### src/bus_events_consts.vh
// constants for the bus line filter, bus event flags and range matching
// assumes a 32-bit avalon-mm slave with word-aligned registers
`ifndef BUS_EVENTS_CONSTS_VH
`define BUS_EVENTS_CONSTS_VH

// ----------------------------------------------------------------
// register indices (word address = index)
// ----------------------------------------------------------------
`define IDX_FILTER_EVENTS 4'h6
`define IDX_RANGE_LIMIT 4'h7
`define IDX_CONTROL 4'h8
`define IDX_STATUS 4'h9
`define IDX_IRQ_MASK 4'hA
`define IDX_PRIMARY_ADDR 4'hB
`define IDX_MATCH 4'hC

// ----------------------------------------------------------------
// filter and events register fields
// ----------------------------------------------------------------
`define BIT_STOP_HOLDOFF 7
`define BIT_STOP_FLAG 6
`define BIT_SS_IRQ_EN 5
`define BIT_START_FLAG 4
`define FILTER_MSB 3
`define FILTER_RESET 8'h00

// ----------------------------------------------------------------
// control register fields
// ----------------------------------------------------------------
`define BIT_MOD_ENABLE 0
`define BIT_MOD_IRQ_EN 1
`define BIT_RANGE_EN 2

// ----------------------------------------------------------------
// status (w1c) / mask register fields
// ----------------------------------------------------------------
`define BIT_MOD_IRQ_FLAG 0
`define BIT_XFER_DONE 1
`define BIT_RANGE_HIT 2

// ----------------------------------------------------------------
// other widths and timing
// ----------------------------------------------------------------
`define BITS_PER_BYTE 4'h9
`define RANGE_RESET 8'h00

`endif

### src/line_glitch_filter.v
// glitch filter for one bus line
// assumes the input is already synchronised to mclk
`timescale 1ns/1ps
`include "bus_events_consts.vh"

module line_glitch_filter (
  // clock and reset
  input wire mclk,
  input wire rstn,
  // control
  input wire [3:0] width,
  // line in and filtered line out
  input wire line_in,
  output reg line_out
);

  reg [3:0] stable_q; // cycles the new level has held

  // ----------------------------------------------------------------
  // pass a level once held longer than width
  // ----------------------------------------------------------------
  always @(posedge mclk or negedge rstn) begin
    if (!rstn) begin
      stable_q <= 4'h0;
      line_out <= 1'b1;
    end else if (width == 4'h0) begin
      // bypass
      stable_q <= 4'h0;
      line_out <= line_in;
    end else if (line_in == line_out) begin
      stable_q <= 4'h0; // glitch ended, restart count
    end else if (stable_q >= width) begin
      line_out <= line_in;
      stable_q <= 4'h0;
    end else begin
      stable_q <= stable_q + 4'h1;
    end
  end

endmodule

### src/bus_events_top.v
// bus line filter, start/stop events, stop holdoff and range matching
// assumes scl/sda pins asynchronous; avalon-mm master on mclk
// What this block does
// - holdoff enable delays stop while transferring
// - finish byte in flight, then acknowledge stop
// - idle or disabled: acknowledge stop at once
// - holdoff clear: stop never gated
// - raise transfer-complete interrupt after wake
// - stop condition sets sticky stop flag
// - start condition sets sticky start flag
// - start/stop enable gates the start/stop part of module interrupt; wake sets it regardless
// - module flag re-asserts while event flag set
// - filter blocks pulses up to n; 0 bypass
// - range field holds 7-bit upper limit
// - nonzero limit write activates range register when range match enabled
// - range bit 0 reads zero
// - match above primary, up to range
//
// Local design decision: the Avalon-MM interface to the registers.
`timescale 1ns/1ps
`include "bus_events_consts.vh"

module bus_events_top (
  // clock and reset
  input wire mclk,
  input wire rstn,
  // avalon-mm slave
  input wire [3:0] address,
  input wire read,
  input wire write,
  input wire [31:0] writedata,
  output reg [31:0] readdata,
  output reg waitrequest,
  // bus pins (inputs only; this block observes)
  input wire scl_in,
  input wire sda_in,
  // power controller handshake
  input wire stop_req,
  output reg stop_ack,
  // interrupt
  output reg irq
);

  // ----------------------------------------------------------------
  // pin synchronisers
  // ----------------------------------------------------------------
  reg [1:0] scl_sync_q; // bit 0 read only by bit 1
  reg [1:0] sda_sync_q;
  reg stop_sync0_q;
  reg stop_sync1_q;

  always @(posedge mclk or negedge rstn) begin
    if (!rstn) begin
      scl_sync_q <= 2'b11;
      sda_sync_q <= 2'b11;
      stop_sync0_q <= 1'b0;
      stop_sync1_q <= 1'b0;
    end else begin
      scl_sync_q <= {scl_sync_q[0], scl_in};
      sda_sync_q <= {sda_sync_q[0], sda_in};
      stop_sync0_q <= stop_req;
      stop_sync1_q <= stop_sync0_q;
    end
  end

  // ----------------------------------------------------------------
  // registers
  // ----------------------------------------------------------------
  reg holdoff_en_q; // stop_holdoff_enable
  reg ss_irq_en_q; // start_stop_irq_enable
  reg [3:0] filt_q; // glitch_filter_width
  reg start_flag_q; // bus_start_flag
  reg stop_flag_q; // bus_stop_flag
  reg [6:0] range_q; // range_upper_address
  reg range_active_q; // range register armed
  reg mod_en_q; // module enable
  reg mod_irq_en_q; // module_irq_enable
  reg range_en_q; // range_match_enable
  reg [6:0] primary_q; // primary_slave_address
  reg [2:0] status_q; // irq flag, transfer done, range hit
  reg [2:0] mask_q;
  reg [6:0] last_addr_q; // last received address
  reg hit_q; // address byte matched range (one-cycle pulse)

  // ----------------------------------------------------------------
  // glitch filters, one per line
  // ----------------------------------------------------------------
  wire scl_f;
  wire sda_f;
  genvar gi;
  generate
    for (gi = 0; gi < 2; gi = gi + 1) begin : g_filt
      wire f_out;
      line_glitch_filter u_filt (
        .mclk(mclk),
        .rstn(rstn),
        .width(filt_q),
        .line_in(gi == 0 ? scl_sync_q[1] : sda_sync_q[1]),
        .line_out(f_out)
      );
    end
  endgenerate
  assign scl_f = g_filt[0].f_out;
  assign sda_f = g_filt[1].f_out;

  // ----------------------------------------------------------------
  // start / stop detection and byte tracking
  // ----------------------------------------------------------------
  reg scl_d1_q;
  reg sda_d1_q;
  reg busy_q; // between start and stop
  reg [3:0] bitcnt_q; // scl rises within current byte (incl ack)
  reg [7:0] shift_q;
  reg first_byte_q;

  wire start_ev = scl_f & scl_d1_q & sda_d1_q & ~sda_f;
  wire stop_ev = scl_f & scl_d1_q & ~sda_d1_q & sda_f;
  wire scl_rise = scl_f & ~scl_d1_q;
  wire byte_end = scl_rise && (bitcnt_q == `BITS_PER_BYTE - 4'h1);

  // range match of a 7-bit address
  function in_range;
    input [6:0] a;
    input [6:0] lo;
    input [6:0] hi;
    begin
      in_range = (a > lo) && (a <= hi);
    end
  endfunction

  always @(posedge mclk or negedge rstn) begin
    if (!rstn) begin
      scl_d1_q <= 1'b1;
      sda_d1_q <= 1'b1;
      busy_q <= 1'b0;
      bitcnt_q <= 4'h0;
      shift_q <= 8'h00;
      first_byte_q <= 1'b0;
      last_addr_q <= 7'h00;
      hit_q <= 1'b0;
    end else begin
      scl_d1_q <= scl_f;
      sda_d1_q <= sda_f;
      hit_q <= 1'b0;
      if (start_ev) begin
        busy_q <= mod_en_q;
        bitcnt_q <= 4'h0;
        first_byte_q <= 1'b1;
      end else if (stop_ev) begin
        busy_q <= 1'b0;
        bitcnt_q <= 4'h0;
      end else if (scl_rise && busy_q) begin
        if (byte_end) begin
          bitcnt_q <= 4'h0;
          first_byte_q <= 1'b0;
          if (first_byte_q) begin
            last_addr_q <= shift_q[7:1];
            hit_q <= range_en_q && range_active_q &&
                     in_range(shift_q[7:1], primary_q, range_q);
          end
        end else begin
          bitcnt_q <= bitcnt_q + 4'h1;
          shift_q <= {shift_q[6:0], sda_f};
        end
      end
    end
  end

  // ----------------------------------------------------------------
  // stop-mode holdoff handshake
  // ----------------------------------------------------------------
  reg stop_pend_q; // request waiting on a byte boundary
  reg wake_irq_q; // raise transfer done after wake

  always @(posedge mclk or negedge rstn) begin
    if (!rstn) begin
      stop_ack <= 1'b0;
      stop_pend_q <= 1'b0;
      wake_irq_q <= 1'b0;
    end else if (!stop_sync1_q) begin
      stop_ack <= 1'b0;
      stop_pend_q <= 1'b0;
      wake_irq_q <= 1'b0;
    end else if (!holdoff_en_q) begin
      stop_ack <= 1'b1;
      wake_irq_q <= mod_irq_en_q;
    end else if (!busy_q || !mod_en_q) begin
      stop_ack <= 1'b1;
      wake_irq_q <= mod_irq_en_q;
    end else if (!stop_ack) begin
      stop_pend_q <= 1'b1;
      if (byte_end) begin
        stop_ack <= 1'b1;
        wake_irq_q <= mod_irq_en_q;
      end
    end
  end

  // wake seen as release of the stop request after acknowledge
  wire wake_ev = stop_ack & ~stop_sync1_q & wake_irq_q;

  // ----------------------------------------------------------------
  // avalon-mm slave, one wait cycle per access
  // ----------------------------------------------------------------
  wire req = read | write;
  wire rd_load = read & waitrequest; // load data as waitrequest drops
  wire wr = write & ~waitrequest;
  wire [7:0] wb = writedata[7:0];
  wire wr_flt = wr && (address == `IDX_FILTER_EVENTS);
  wire wr_st = wr && (address == `IDX_STATUS);

  always @(posedge mclk or negedge rstn) begin
    if (!rstn) begin
      waitrequest <= 1'b1;
    end else begin
      waitrequest <= ~(req & waitrequest);
    end
  end

  // ----------------------------------------------------------------
  // register writes and sticky flags (set beats clear)
  // ----------------------------------------------------------------
  wire ev_pending = start_flag_q | stop_flag_q;
  always @(posedge mclk or negedge rstn) begin
    if (!rstn) begin
      holdoff_en_q <= 1'b0;
      ss_irq_en_q <= 1'b0;
      filt_q <= 4'h0;
      start_flag_q <= 1'b0;
      stop_flag_q <= 1'b0;
      range_q <= 7'h00;
      range_active_q <= 1'b0;
      mod_en_q <= 1'b0;
      mod_irq_en_q <= 1'b0;
      range_en_q <= 1'b0;
      primary_q <= 7'h00;
      mask_q <= 3'b000;
      status_q <= 3'b000;
    end else begin
      if (wr_flt) begin
        holdoff_en_q <= wb[`BIT_STOP_HOLDOFF];
        ss_irq_en_q <= wb[`BIT_SS_IRQ_EN];
        filt_q <= wb[`FILTER_MSB:0];
      end
      if (start_ev) begin
        start_flag_q <= 1'b1;
      end else if (wr_flt && wb[`BIT_START_FLAG]) begin
        start_flag_q <= 1'b0;
      end
      if (stop_ev) begin
        stop_flag_q <= 1'b1;
      end else if (wr_flt && wb[`BIT_STOP_FLAG]) begin
        stop_flag_q <= 1'b0;
      end
      if (wr && address == `IDX_RANGE_LIMIT) begin
        range_q <= wb[7:1];
        if (range_en_q && wb[7:1] != 7'h00) begin
          range_active_q <= 1'b1;
        end
      end
      if (wr && address == `IDX_CONTROL) begin
        mod_en_q <= wb[`BIT_MOD_ENABLE];
        mod_irq_en_q <= wb[`BIT_MOD_IRQ_EN];
        range_en_q <= wb[`BIT_RANGE_EN];
      end
      if (wr && address == `IDX_PRIMARY_ADDR) begin
        primary_q <= wb[6:0];
      end
      if (wr && address == `IDX_IRQ_MASK) begin
        mask_q <= wb[2:0];
      end
      // module irq flag: start/stop flag pending while enabled, or wake
      if ((ss_irq_en_q && ev_pending) || wake_ev) begin
        status_q[`BIT_MOD_IRQ_FLAG] <= 1'b1;
      end else if (wr_st && wb[`BIT_MOD_IRQ_FLAG]) begin
        status_q[`BIT_MOD_IRQ_FLAG] <= 1'b0;
      end
      if (wake_ev || byte_end) begin
        status_q[`BIT_XFER_DONE] <= 1'b1;
      end else if (wr_st && wb[`BIT_XFER_DONE]) begin
        status_q[`BIT_XFER_DONE] <= 1'b0;
      end
      if (hit_q) begin
        status_q[`BIT_RANGE_HIT] <= 1'b1;
      end else if (wr_st && wb[`BIT_RANGE_HIT]) begin
        status_q[`BIT_RANGE_HIT] <= 1'b0;
      end
    end
  end

  // ----------------------------------------------------------------
  // read mux and interrupt output
  // ----------------------------------------------------------------
  reg [31:0] rd_d;
  always @* begin
    rd_d = 32'h0000_0000;
    case (address)
      `IDX_FILTER_EVENTS: rd_d[7:0] = {holdoff_en_q, stop_flag_q,
        ss_irq_en_q, start_flag_q, filt_q};
      `IDX_RANGE_LIMIT: rd_d[7:0] = {range_q, 1'b0};
      `IDX_CONTROL: rd_d[2:0] = {range_en_q, mod_irq_en_q, mod_en_q};
      `IDX_STATUS: rd_d[2:0] = status_q;
      `IDX_IRQ_MASK: rd_d[2:0] = mask_q;
      `IDX_PRIMARY_ADDR: rd_d[6:0] = primary_q;
      `IDX_MATCH: rd_d[9:0] = {busy_q, range_active_q, 1'b0, last_addr_q};
      default: rd_d = 32'h0000_0000;
    endcase
  end

  always @(posedge mclk or negedge rstn) begin
    if (!rstn) begin
      readdata <= 32'h0000_0000;
      irq <= 1'b0;
    end else begin
      if (rd_load) begin
        readdata <= rd_d;
      end
      irq <= |(status_q & mask_q);
    end
  end

endmodule

### config.mk
export PLATFORM = sky130hd
export DESIGN_NAME = bus_events_top
export DESIGN_NICKNAME = d
export VERILOG_FILES = /design/src/line_glitch_filter.v /design/src/bus_events_top.v
export VERILOG_INCLUDE_DIRS = /design/src
export SDC_FILE = /design/constraint.sdc
export NUM_CORES = 1
export LEC_CHECK = 0
export BUFFER_PORTS_ARGS = -buffer_cell sky130_fd_sc_hd__buf_4
export CAP_MARGIN = 20
export CORE_MARGIN = 5
export CORE_UTILIZATION = 40
export CTS_CLUSTER_DIAMETER = 80
export CTS_CLUSTER_SIZE = 25
export DETAILED_ROUTE_END_ITERATION = 6
export SLEW_MARGIN = 20
export SYNTH_ARGS = -nofsm -noshare
export SYNTH_HDL_FRONTEND = slang
export SYNTH_SLANG_ARGS = --single-unit
### constraint.sdc
create_clock -name mclk -period 2.9 [get_ports mclk]
set_input_delay 0.58 -clock mclk [delete_from_list [all_inputs] [get_ports mclk]]
set_output_delay 0.58 -clock mclk [all_outputs]
set_load 0.02 [all_outputs]
==> out/qor.yml <==
clock_sinks: 86
path_clk_slew_ns: 0.09
finClkSkew_ns: 0.0137
hold_viol_final: 0
postCtsHoldBufs: 0
first_pass_iters: 5
setup_violations: 0
dieHeight_um: 116
path_cells: "nor2b_1 -> nand3_1 -> or3_1 -> o211ai_1"
diodes: 0
criticalPathCategory: "flip-flop to flip-flop"
synthToLayoutAreaGrowth_pct: 11.1
worst-path-buf-inv: 0
cts_buffers: 9
yosysSeqAreaShare: 0.484
slew_headroom: 0.598
r2r_start: "g_filt[0].u_filt.line_out$_DFFE_PN1P_"
holdWs_ns: 0.144
vias_per_cell: 5.28
die_width_um: 116
grt_max_degree: 58
grt.busiest_layer: "met2"
power_mw: 3.44
wirelength_um: 9510
layout-drive-gt1-share: 0.236
tns_ns: 0
critPathSlowestCell: "dfstp_2"
irDropWorstVdd_v: 0.000266
crit_path_max_fanout: 12
synthDistinctLibCells: 54
cts_tree: "done"
fin_ws_ns: 0.759
rsz0062_at_grt: "no"
ys_warn_count: 0
min_period_over_period: 0.738
wl_per_cell_um: 16.6
insertion_delay_ns: 0.36
ios: 78
syn_inst: 398
netlist.area_leader.share: 0.431
met2_usage: 0.259
syn_avg_cell_area_um2: 11.2
yosys_register_bits: 86
syn_area_um2: 4470
hp-class: "input pin to async pin"
use_met3: 0.0298
hpwl_um: 7210
drcViolationCount: 0
tightest_slew_ns: 0.601
start_util: 0.410
synth-xor-area-share: 0.0137
gr-usage-all-layers: 0.151
use_met1: 0.195
synth_flop_cell: "dfrtp_1"
power_density_nw_per_um2: 693
finalWeightedCongestion: 0.876
core_um2: 10900
antenna_found_initial: 0
status: "finished, final reports clean"
max_stage_delay_ns: 0.58
overflow: 0
clock.fmax_ghz: 0.467
yosys.area_share.simple: 0.0944
h-tree-depth: 3
end_kind: "flip-flop"
post_cts_buffers: 0
die_area_um2: 13400
ctsResizeCount: 0
synthAdderAreaFrac: 0.0728
place_ws_ns: 0.721
nNetsFinal: 497
drtIter0Drc: 170
cp.required_ns: 3.16
arrival_ns: 2.40
io_buffers: 31
synth_compound_area_frac: 0.130
grt_pass1_vias: 2975
final.min_clock_period_ns: 2.14
cts.path.max_buffers: 2
grt_pass1_wl_um: 15600
synth_top_family_by_area: "compound AO/OA/AOI/OAI gates"
worstSetupStartpoint: "g_filt[0].u_filt.line_out$_DFFE_PN1P_"
synth_common_cells: "dfrtp_1, mux2_2, inv_1"
ant_nets: 0
p_leak_nw: 2.33
cts_root_buf: "clkbuf_8"
crit_family: "simple AND/OR/NAND/NOR gates"
synth_edf_count: 0
synthArstFlopShare: 1.00
drv_slew: 0
yosysTopAreaCell: "dfrtp_1"
vias: 3023
maxCapViolCount: 0
startpoint_type: "flip-flop"
synth_area_leaders: "dfrtp_1, mux2_2, ha_1, dfstp_2, buf_4"
yosysMostFrequentCell: "dfrtp_1"
muxShareOfSynthArea: 0.125
rows: 38
-- cell type report --
class | count | area (um2)
clock buffer | 12 | 155
clock inverter | 4 | 55.1
fill | 1001 | 5920
inverter | 30 | 113
multi-input combinational | 267 | 2030
sequential | 86 | 2160
tap | 140 | 175
timing repair buffer | 34 | 268
-- sequential cells by signal (all words and copies together) (netlist names), 2 cells and up --
signal	count
readdata	10
g_filt.u_filt.stable_q	8
shift_q	8
last_addr_q	7
primary_q	7
range_q	7
bitcnt_q	4
filt_q	4
mask_q	3
status_q	3
g_filt.u_filt.line_out	2
scl_sync_q	2
sda_sync_q	2
-- worst paths after layout --
| kind | cells after the start | slack [ns] | to |
|---|---|---|---|
| setup / recovery | 4 | 0.76 | bitcnt_q[3]$_DFFE_PN0P_ |
| hold / removal | 1 | 0.14 | readdata[3]$_DFFE_PN0P_ |
| setup reg to reg | 4 | 0.76 | bitcnt_q[3]$_DFFE_PN0P_ |
| hold reg to reg | 0 | 0.35 | stop_sync1_q$_DFF_PN0_ |
| max in group asynchronous | 2 | 2.07 | g_filt[1].u_filt.line_out$_DFFE_PN1P_ |
| min in group mclk | 1 | 0.33 | sda_sync_q[0]$_DFF_PN1_ |
-- layout by cell type, fill, tap and decap left out, drive strengths merged, types with 3 or more instances in the layout --
master and count:
a21oi 10, a32oi 9, buf 34, nor2b 4, dfstp 9, mux2i 11
nand2 24, conb 22, nand2b 4, o211ai 3, xnor2 3, o31ai 3
clkbuf 12, xor2 4, o22ai 7, a21o 4, a211o 5, nor2 15
a211oi 4, nand3 14, or3 3, nand4 4, mux2 39, o21ai 15
dfrtp 77, a22o 6, inv 30, ha 26
-- cells by family (layout without fill, tap and decap cells) --
group,count (synthesis),after routing
xor+xnor,7,7
fa+ha+maj,26,26
mux,50,50
flops,86,86
compound gates,81,81
other cells,1,22
buf+inv,66,80
simple gates,81,81
-- layer usage --
| metal | vias to the layer above | part of all wire |
|---|---|---|
| met1 | 1498 | 0.44 |
| met5 | - | 0 |
| li1 | 1445 | - |
| met2 | 72 | 0.49 |
| met4 | 0 | 0.010 |
| met3 | 8 | 0.055 |
-- where the power goes --
| part | internal [mW] | total [mW] | switching (mW) | leakage [nW] |
|---|---|---|---|---|
| Combinational | 0.408 | 0.886 | 0.478 | 1.13 |
| Clock | 0.449 | 0.872 | 0.424 | 0.103 |
| Sequential | 1.44 | 1.68 | 0.240 | 1.10 |
-- per-stage QoR --
stage	cells	cell area [um2]	utilization
global route	573	4960	0.456
floorplan	419	4550	-
global placement	557	4750	0.437
detailed placement	557	4750	0.437
CTS	573	4960	0.456
finish	573	4960	0.456
-- worst register-to-register path, stage by stage, from the launching register on --
cell and delay (ns):
dfstp_2 0.58, nor2b_1 0.39, nand3_1 0.50, or3_1 0.50, o211ai_1 0.08
No activity file was read; power rests on OpenSTA's default activity.
